`src/rtucrc_map.svh`:
```
// constants of the rtu crc-16 generator and checker
`ifndef RTUCRC_MAP_SVH
`define RTUCRC_MAP_SVH

// remainder preset at the start of every message
`define RTUCRC_PRESET      16'hFFFF
// full generator x^16 + x^15 + x^2 + 1
`define RTUCRC_POLY_FULL   17'h18005
// shift steps per byte
`define RTUCRC_SHIFTS      4'h8
// check characters appended or received per frame
`define RTUCRC_CHK_BYTES   2
// remainder value of an error-free frame
`define RTUCRC_GOOD        16'h0000
// frame byte counter first value
`define RTUCRC_CNT_FIRST   1

`endif

```
`src/rtucrc_pkg.sv`:
```
// types of the rtu crc-16 generator and checker
`default_nettype none

package rtucrc_pkg;

    // one byte on the framer side; valid for one cycle on input, held until taken on the check output
    typedef struct packed {
        logic       valid;
        logic [7:0] data;
    } rtucrc_byte_t;

    // frame status toward the framer
    typedef struct packed {
        logic done;
        logic ok;
        logic err;
        logic overrun;
        logic busy;
    } rtucrc_stat_t;

    typedef enum logic [2:0] {
        RTUCRC_IDLE   = 3'b000,
        RTUCRC_DATA   = 3'b001,
        RTUCRC_WAIT   = 3'b010,
        RTUCRC_CHK_LO = 3'b011,
        RTUCRC_CHK_HI = 3'b100,
        RTUCRC_DONE   = 3'b101
    } rtucrc_state_t;

endpackage

`default_nettype wire

```
`src/rtucrc_engine.sv`:
```
// byte-wise crc-16 shift engine, one shift step per clock
`timescale 1ns/1ps
`default_nettype none
`include "rtucrc_map.svh"

module rtucrc_engine
(
    input  wire logic        sys_clk_in,
    input  wire logic        rst_n_in,
    input  wire logic        preset_in,
    input  wire logic        start_in,
    input  wire logic [7:0]  byte_in,
    output var  logic        busy_out,
    output var  logic        done_out,
    output var  logic        zero_out,
    output var  logic [15:0] crc_out
);

    // reflected form of the generator, x^16 dropped
    function automatic logic [15:0] refl_poly(input logic [16:0] full);
        logic [15:0] r;
        r = 16'h0000;
        for (int i = 0; i < 16; i++)
        begin
            r[15 - i] = full[i];
        end
        return r;
    endfunction

    localparam logic [15:0] POLY = refl_poly(`RTUCRC_POLY_FULL);

    // one serial step: in ^ lsb feeds bits 15, 13 and 0
    function automatic logic [15:0] crc_step(input logic [15:0] crc, input logic din);
        logic fb;
        fb = crc[0] ^ din;
        return (crc >> 1) ^ (fb ? POLY : 16'h0000);
    endfunction

    logic [15:0] crc_q,  crc_d;
    logic [3:0]  cnt_q,  cnt_d;
    logic        busy_q, busy_d;
    logic        done_q, done_d;
    logic        zero_q, zero_d;

    always_comb
    begin
        crc_d  = crc_q;
        cnt_d  = cnt_q;
        busy_d = busy_q;
        done_d = 1'b0;
        if (preset_in)
        begin
            crc_d  = `RTUCRC_PRESET;
            cnt_d  = 4'h0;
            busy_d = 1'b0;
        end
        else if (start_in && !busy_q)
        begin
            // byte lands in the low half, the reflected high-order byte
            crc_d  = crc_q ^ {8'h00, byte_in};
            cnt_d  = 4'h0;
            busy_d = 1'b1;
        end
        else if (busy_q)
        begin
            crc_d = crc_step(crc_q, 1'b0);
            cnt_d = cnt_q + 4'h1;
            if (cnt_d == `RTUCRC_SHIFTS)
            begin
                busy_d = 1'b0;
                done_d = 1'b1;
            end
        end
        zero_d = (crc_d == `RTUCRC_GOOD);
    end

    always_ff @(posedge sys_clk_in)
    begin
        if (!rst_n_in)
        begin
            crc_q  <= `RTUCRC_PRESET;
            cnt_q  <= 4'h0;
            busy_q <= 1'b0;
            done_q <= 1'b0;
            zero_q <= 1'b0;
        end
        else
        begin
            crc_q  <= crc_d;
            cnt_q  <= cnt_d;
            busy_q <= busy_d;
            done_q <= done_d;
            zero_q <= zero_d;
        end
    end

    assign busy_out = busy_q;
    assign done_out = done_q;
    assign zero_out = zero_q;
    assign crc_out  = crc_q;

endmodule // rtucrc_engine

`default_nettype wire

```
`src/rtucrc_top.sv`:
```
// rtu crc-16 generator and checker facing the message framer
`timescale 1ns/1ps
`default_nettype none
`include "rtucrc_map.svh"

module rtucrc_top
#(
    parameter int LEN_W = 8
)
(
    input  wire logic                  sys_clk_in,
    input  wire logic                  rst_n_in,
    input  wire logic                  preset_in,
    input  wire logic                  mode_rx_in,
    input  wire logic [LEN_W-1:0]      data_len_in,
    input  wire rtucrc_pkg::rtucrc_byte_t byte_in,
    output var  logic                  byte_ready_out,
    output var  rtucrc_pkg::rtucrc_byte_t chk_out,
    input  wire logic                  chk_ready_in,
    output var  logic [15:0]           crc_out,
    output var  logic                  crc_zero_out,
    output var  rtucrc_pkg::rtucrc_stat_t status_out
);

    localparam int CNT_W = LEN_W + 2;

    // frame length in bytes that pass through the engine
    function automatic logic [CNT_W-1:0] frame_len(input logic [LEN_W-1:0] len,
                                                   input logic rx);
        logic [CNT_W-1:0] n;
        n = {2'b00, len};
        if (rx)
        begin
            // received check bytes run through the same division
            n = n + CNT_W'(`RTUCRC_CHK_BYTES);
        end
        return n;
    endfunction

    rtucrc_pkg::rtucrc_state_t state_q, state_d;

    logic [CNT_W-1:0] cnt_q,     cnt_d;
    logic [CNT_W-1:0] len_q,     len_d;
    logic             rx_q,      rx_d;
    logic [7:0]       hi_q,      hi_d;
    logic [7:0]       out_q,     out_d;
    logic             done_q,    done_d;
    logic             ok_q,      ok_d;
    logic             err_q,     err_d;
    logic             ovr_q,     ovr_d;
    logic             start;
    logic             data_end;
    logic             eng_busy;
    logic             eng_done;
    logic             eng_zero;
    logic [15:0]      eng_crc;

    rtucrc_engine u_engine
    (
        .sys_clk_in (sys_clk_in),
        .rst_n_in   (rst_n_in),
        .preset_in  (preset_in),
        .start_in   (start),
        .byte_in    (byte_in.data),
        .busy_out   (eng_busy),
        .done_out   (eng_done),
        .zero_out   (eng_zero),
        .crc_out    (eng_crc)
    );

    // counting from one, the frame is over once the count passes its length
    assign data_end = (cnt_q > len_q);

    // bytes arrive in frame order; the framer owns the field sequence
    assign byte_ready_out = (state_q == rtucrc_pkg::RTUCRC_DATA) && !data_end;

    // one byte per valid strobe, never while shifting
    assign start = byte_ready_out && byte_in.valid && !preset_in;

    always_comb
    begin
        state_d = state_q;
        cnt_d   = cnt_q;
        len_d   = len_q;
        rx_d    = rx_q;
        hi_d    = hi_q;
        out_d   = out_q;
        done_d  = 1'b0;
        ok_d    = ok_q;
        err_d   = err_q;
        ovr_d   = ovr_q;
        if (preset_in)
        begin
            state_d = rtucrc_pkg::RTUCRC_DATA;
            cnt_d   = CNT_W'(`RTUCRC_CNT_FIRST);
            len_d   = frame_len(data_len_in, mode_rx_in);
            rx_d    = mode_rx_in;
            ok_d    = 1'b0;
            err_d   = 1'b0;
            ovr_d   = 1'b0;
        end
        else
        begin
            // a strobe that finds the block busy is dropped, and flagged
            if (byte_in.valid && !start && state_q != rtucrc_pkg::RTUCRC_IDLE)
            begin
                ovr_d = 1'b1;
            end
            unique case (state_q)
                rtucrc_pkg::RTUCRC_IDLE:
                begin
                    state_d = rtucrc_pkg::RTUCRC_IDLE;
                end
                rtucrc_pkg::RTUCRC_DATA:
                begin
                    if (data_end)
                    begin
                        if (rx_q)
                        begin
                            state_d = rtucrc_pkg::RTUCRC_DONE;
                            done_d  = 1'b1;
                            ok_d    = eng_zero;
                            err_d   = !eng_zero;
                        end
                        else
                        begin
                            // low byte first puts the reflected msb first on the wire
                            state_d = rtucrc_pkg::RTUCRC_CHK_LO;
                            out_d   = eng_crc[7:0];
                            hi_d    = eng_crc[15:8];
                        end
                    end
                    else if (start)
                    begin
                        state_d = rtucrc_pkg::RTUCRC_WAIT;
                    end
                end
                rtucrc_pkg::RTUCRC_WAIT:
                begin
                    if (eng_done)
                    begin
                        cnt_d   = cnt_q + CNT_W'(1);
                        state_d = rtucrc_pkg::RTUCRC_DATA;
                    end
                end
                rtucrc_pkg::RTUCRC_CHK_LO:
                begin
                    if (chk_ready_in)
                    begin
                        state_d = rtucrc_pkg::RTUCRC_CHK_HI;
                        out_d   = hi_q;
                    end
                end
                rtucrc_pkg::RTUCRC_CHK_HI:
                begin
                    if (chk_ready_in)
                    begin
                        state_d = rtucrc_pkg::RTUCRC_DONE;
                        done_d  = 1'b1;
                        ok_d    = 1'b1;
                    end
                end
                rtucrc_pkg::RTUCRC_DONE:
                begin
                    state_d = rtucrc_pkg::RTUCRC_DONE;
                end
                default:
                begin
                    state_d = rtucrc_pkg::RTUCRC_IDLE;
                end
            endcase
        end
    end

    always_ff @(posedge sys_clk_in)
    begin
        if (!rst_n_in)
        begin
            state_q <= rtucrc_pkg::RTUCRC_IDLE;
            cnt_q   <= '0;
            len_q   <= '0;
            rx_q    <= 1'b0;
            hi_q    <= 8'h00;
            out_q   <= 8'h00;
            done_q  <= 1'b0;
            ok_q    <= 1'b0;
            err_q   <= 1'b0;
            ovr_q   <= 1'b0;
        end
        else
        begin
            state_q <= state_d;
            cnt_q   <= cnt_d;
            len_q   <= len_d;
            rx_q    <= rx_d;
            hi_q    <= hi_d;
            out_q   <= out_d;
            done_q  <= done_d;
            ok_q    <= ok_d;
            err_q   <= err_d;
            ovr_q   <= ovr_d;
        end
    end

    // check byte handshake; data held in a flop until taken
    always_comb
    begin
        chk_out.valid = (state_q == rtucrc_pkg::RTUCRC_CHK_LO) ||
                        (state_q == rtucrc_pkg::RTUCRC_CHK_HI);
        chk_out.data  = out_q;
    end

    always_comb
    begin
        status_out.done    = done_q;
        status_out.ok      = ok_q;
        status_out.err     = err_q;
        status_out.overrun = ovr_q;
        status_out.busy    = eng_busy;
    end

    // remainder and zero flag straight from the engine flops
    assign crc_out      = eng_crc;
    assign crc_zero_out = eng_zero;

endmodule // rtucrc_top

`default_nettype wire

```
`config.mk`:
```
export PLATFORM = sky130hd
export DESIGN_NAME = rtucrc_top
export DESIGN_NICKNAME = d
export VERILOG_FILES = /design/src/rtucrc_pkg.sv /design/src/rtucrc_engine.sv /design/src/rtucrc_top.sv
export VERILOG_INCLUDE_DIRS = /design/src
export SDC_FILE = /design/constraint.sdc
export NUM_CORES = 1
export LEC_CHECK = 0
export BUFFER_PORTS_ARGS = -buffer_cell sky130_fd_sc_hd__buf_2
export CORE_MARGIN = 8
export CORE_UTILIZATION = 61
export CTS_CLUSTER_DIAMETER = 50
export DETAILED_ROUTE_END_ITERATION = 6
export GPL_TIMING_DRIVEN = 0
export PLACE_DENSITY = 0.94
export SLEW_MARGIN = 20
export SYNTH_ARGS = -nofsm -noshare
export SYNTH_HDL_FRONTEND = slang
export SYNTH_SLANG_ARGS = --single-unit
```
`constraint.sdc`:
```
create_clock -name sys_clk_in -period 3.7 [get_ports sys_clk_in]
set_clock_uncertainty 0.2 [all_clocks]
set_input_delay 0.185 -clock sys_clk_in [delete_from_list [all_inputs] [get_ports sys_clk_in]]
set_output_delay 0.185 -clock sys_clk_in [all_outputs]
set_load 0.005 [all_outputs]
```
==> summary.txt <==
status - finished, final reports clean
P_int - 1.10 mW
VDD IR max - 0.352 mV
Clock Power Share - 37.9%
pin count of the biggest net entering global routing - 13
Hold Crit Class - in -> reg
worst-case reg-to-reg path depth - 9
met3 usage - 4.99%
min Tclk post-route - 2850 ps
DP HPWL - 6200 um
Clock transition at path regs - 80 ps
Clock Latency Late Sink - 350 ps
Sw Pwr - 0.420 mW
n_diodes - 0
TritonRoute pass-1 iters - 7
Worst Hold End - len_q[1]
DRT antenna net count - 0
final-report setup violation count - 0
area grow syn2layout - 17.2%
Core Region - 0.00541 mm2
total power - 1.52 mW
nets@finish - 468
routed len/inst - 17.2 um
fin cells - 511
FFs w/ async S/R, synth - 0%
cells after synthesis - 368
Crit Path Max Fanout - 10
Ports - 54
number of synthesized flops with an enable pin - 0
root buf cell - clkbuf_8
area leader, netlist - dfxtp_1
setup TNS - 0 ps
CP endpoint kind - flop
Slew Viols, Final - 0
Die X - 90.1 um
H-tree depth - 3
dpl cells - 491
hold_sp - data_len_in[1]
syn_nets - 402
initial antenna violation count - 0
Sw Share - 27.7%
Sink Count - 66
RSZ-0062 raised after global routing - false
die outline area - 0.00812 mm2
mapped cell area - 0.00335 mm2
Hold Fails Final Rpt - 0
Combinational Power Share - 12.6%
WP data arrival - 2890 ps
crit path kind - reg -> reg
DRC - 0
M1 GR Usage - 22.8%
share of cells above drive strength 1 - 20.7%
kind of launch point of the worst setup path - flop
TritonCTS clock tree - done
# port buffers - 51
final core utilization - 72.6%
met2 GRT Util - 39.2%
Vias - 2995
commonest cells in the netlist - dfxtp_1, nand2_1, mux2i_1
Cell Pwr Density - 386 mW/mm2
top-count cell post-synth - dfxtp_1
total congestion overflow - 0
Flop pwr share - 49.5%
DR vias/cell - 5.86
Slew HR - 49.5%
die height - 90.1 um
Most Crowded Layer GR - met2
synthesized area per cell - 9.11 um2
post-synth top area share - 39.4%
synth top area cells - dfxtp_1, mux2i_1, nand2_1
Max-cap violations - 0
Initial Utilization - 62.0%
highest clock rate - 351 MHz
Top FF cell, synth - dfxtp_1
Clock Path Buffers - 2
number of DRC markers in iteration 0 - 249
CTS Buf Count - 9
R2R Path Start - cnt_q[7]
synth warn - 0
Total Wirelength - 8780 um
R2R Setup Slk - 850 ps
gr usage total - 21.6%
vias in the first global route - 3040
post-cts resize count - 0
Std-Cell Rows - 27
Hold Crit Depth - 4
reg2reg end - u_engine.zero_out
Tcrit/Tclk final - 77.0%
sequential cell area fraction in the yosys report - 39.4%
library cells used by synthesis - 53
Worst Tran Pin Value - 757 ps
cell leakage power - 1.82 nW
first-pass GRT wire length - 14400 um
GP Congestion - 0.873
synthesized flop and latch total - 66
Required @ worst endpoint - 3740 ps
timing repair:
item	in CTS	in global routing
endpoints found under the setup margin	0	0
setup buffers	0	0
endpoints found under the hold margin	4	0
hold buffers	4	0
worst max-delay path, stage by stage (launching register included):
cell and delay, ps:
dfxtp_1 350, ha_1 320, a21o_1 190, a211oi_4 330, nand4b_4 180, a21oi_4 310, a21boi_2 130, o31ai_4 260
o211ai_1 150, nor4_2 320
through the flow:
| step | hold WS (ps) | setup WS, ps | instance area (um2) |
|---|---|---|---|
| floorplan | 134 | 1230 | 3350 |
| global placement | 248 | 972 | 3700 |
| detailed placement | 260 | 910 | 3700 |
| CTS | 15.1 | 858 | 3930 |
| global route | 41.9 | 692 | 3930 |
| finish | 33.1 | 852 | 3930 |
cell usage in the layout (no fill, tap or decap), types with 12 or more instances in the layout:
cell	Yosys	final
dfxtp_1	66	66
buf_2	3	54
nand2_1	51	51
mux2i_1	25	25
nor2_1	23	23
o211a_1	17	17
xor2_1	15	15
nand3_1	14	14
inv_1	12	12
clkbuf_1	12	12
ha_1	12	12
worst max-delay path by stage:
stage / startpoint / end / slack (ps) / cells after the start
after global routing: len_q[7] / u_engine.zero_out / 690 / 10
final: cnt_q[7] / u_engine.zero_out / 850 / 9
after floorplan: cnt_q[7] / u_engine.zero_out / 1230 / 9
after CTS: cnt_q[7] / u_engine.zero_out / 860 / 9
after global placement: cnt_q[7] / u_engine.zero_out / 970 / 9
after detailed placement: cnt_q[7] / u_engine.zero_out / 910 / 9
final cells by class:
class / count / area, um2
Clock inverter: 5 / 38.8
Fill cell: 380 / 1480
Timing Repair Buffer: 55 / 295
Buffer: 24 / 128
Tap cell: 72 / 90.1
Sequential cell: 66 / 1320
Inverter: 13 / 51.3
Clock buffer: 11 / 151
Multi-Input combinational cell: 265 / 1850
cells by family after synthesis:
logic type / Yosys count / synth area share, %
and+or+nand+nor: 143 / 22.2
DFF: 66 / 39.4
AOI/OAI and AO/OA: 64 / 15.6
buffers and inverters: 37 / 5.34
muxes: 25 / 7.47
xor gates and xnor gates: 21 / 5.49
adders and majority gates: 12 / 4.48
state kept, by name, indices dropped and copies added (netlist names), 3 cells and up:
signal,count
state_q,3
u_engine.cnt_q,4
cnt_q,10
out_q,8
len_q,9
hi_q,8
u_engine.crc_out,16
layer usage:
metal,part of all wire [%],wire length (um)
met1,38,3350
met5,0,0
met3,6.5,573
met4,2.9,252
met2,52,4600
power groups by stage:
stage,Combinational [mW],Sequential (mW),Clock (mW)
finish,0.191,0.750,0.575
global route,0.209,0.753,0.610
CTS,0.189,0.750,0.579
detailed placement,0.183,0.766,0
global placement,0.174,0.764,0
floorplan,0.127,0.763,0
Power figures use the tool's default switching activity.
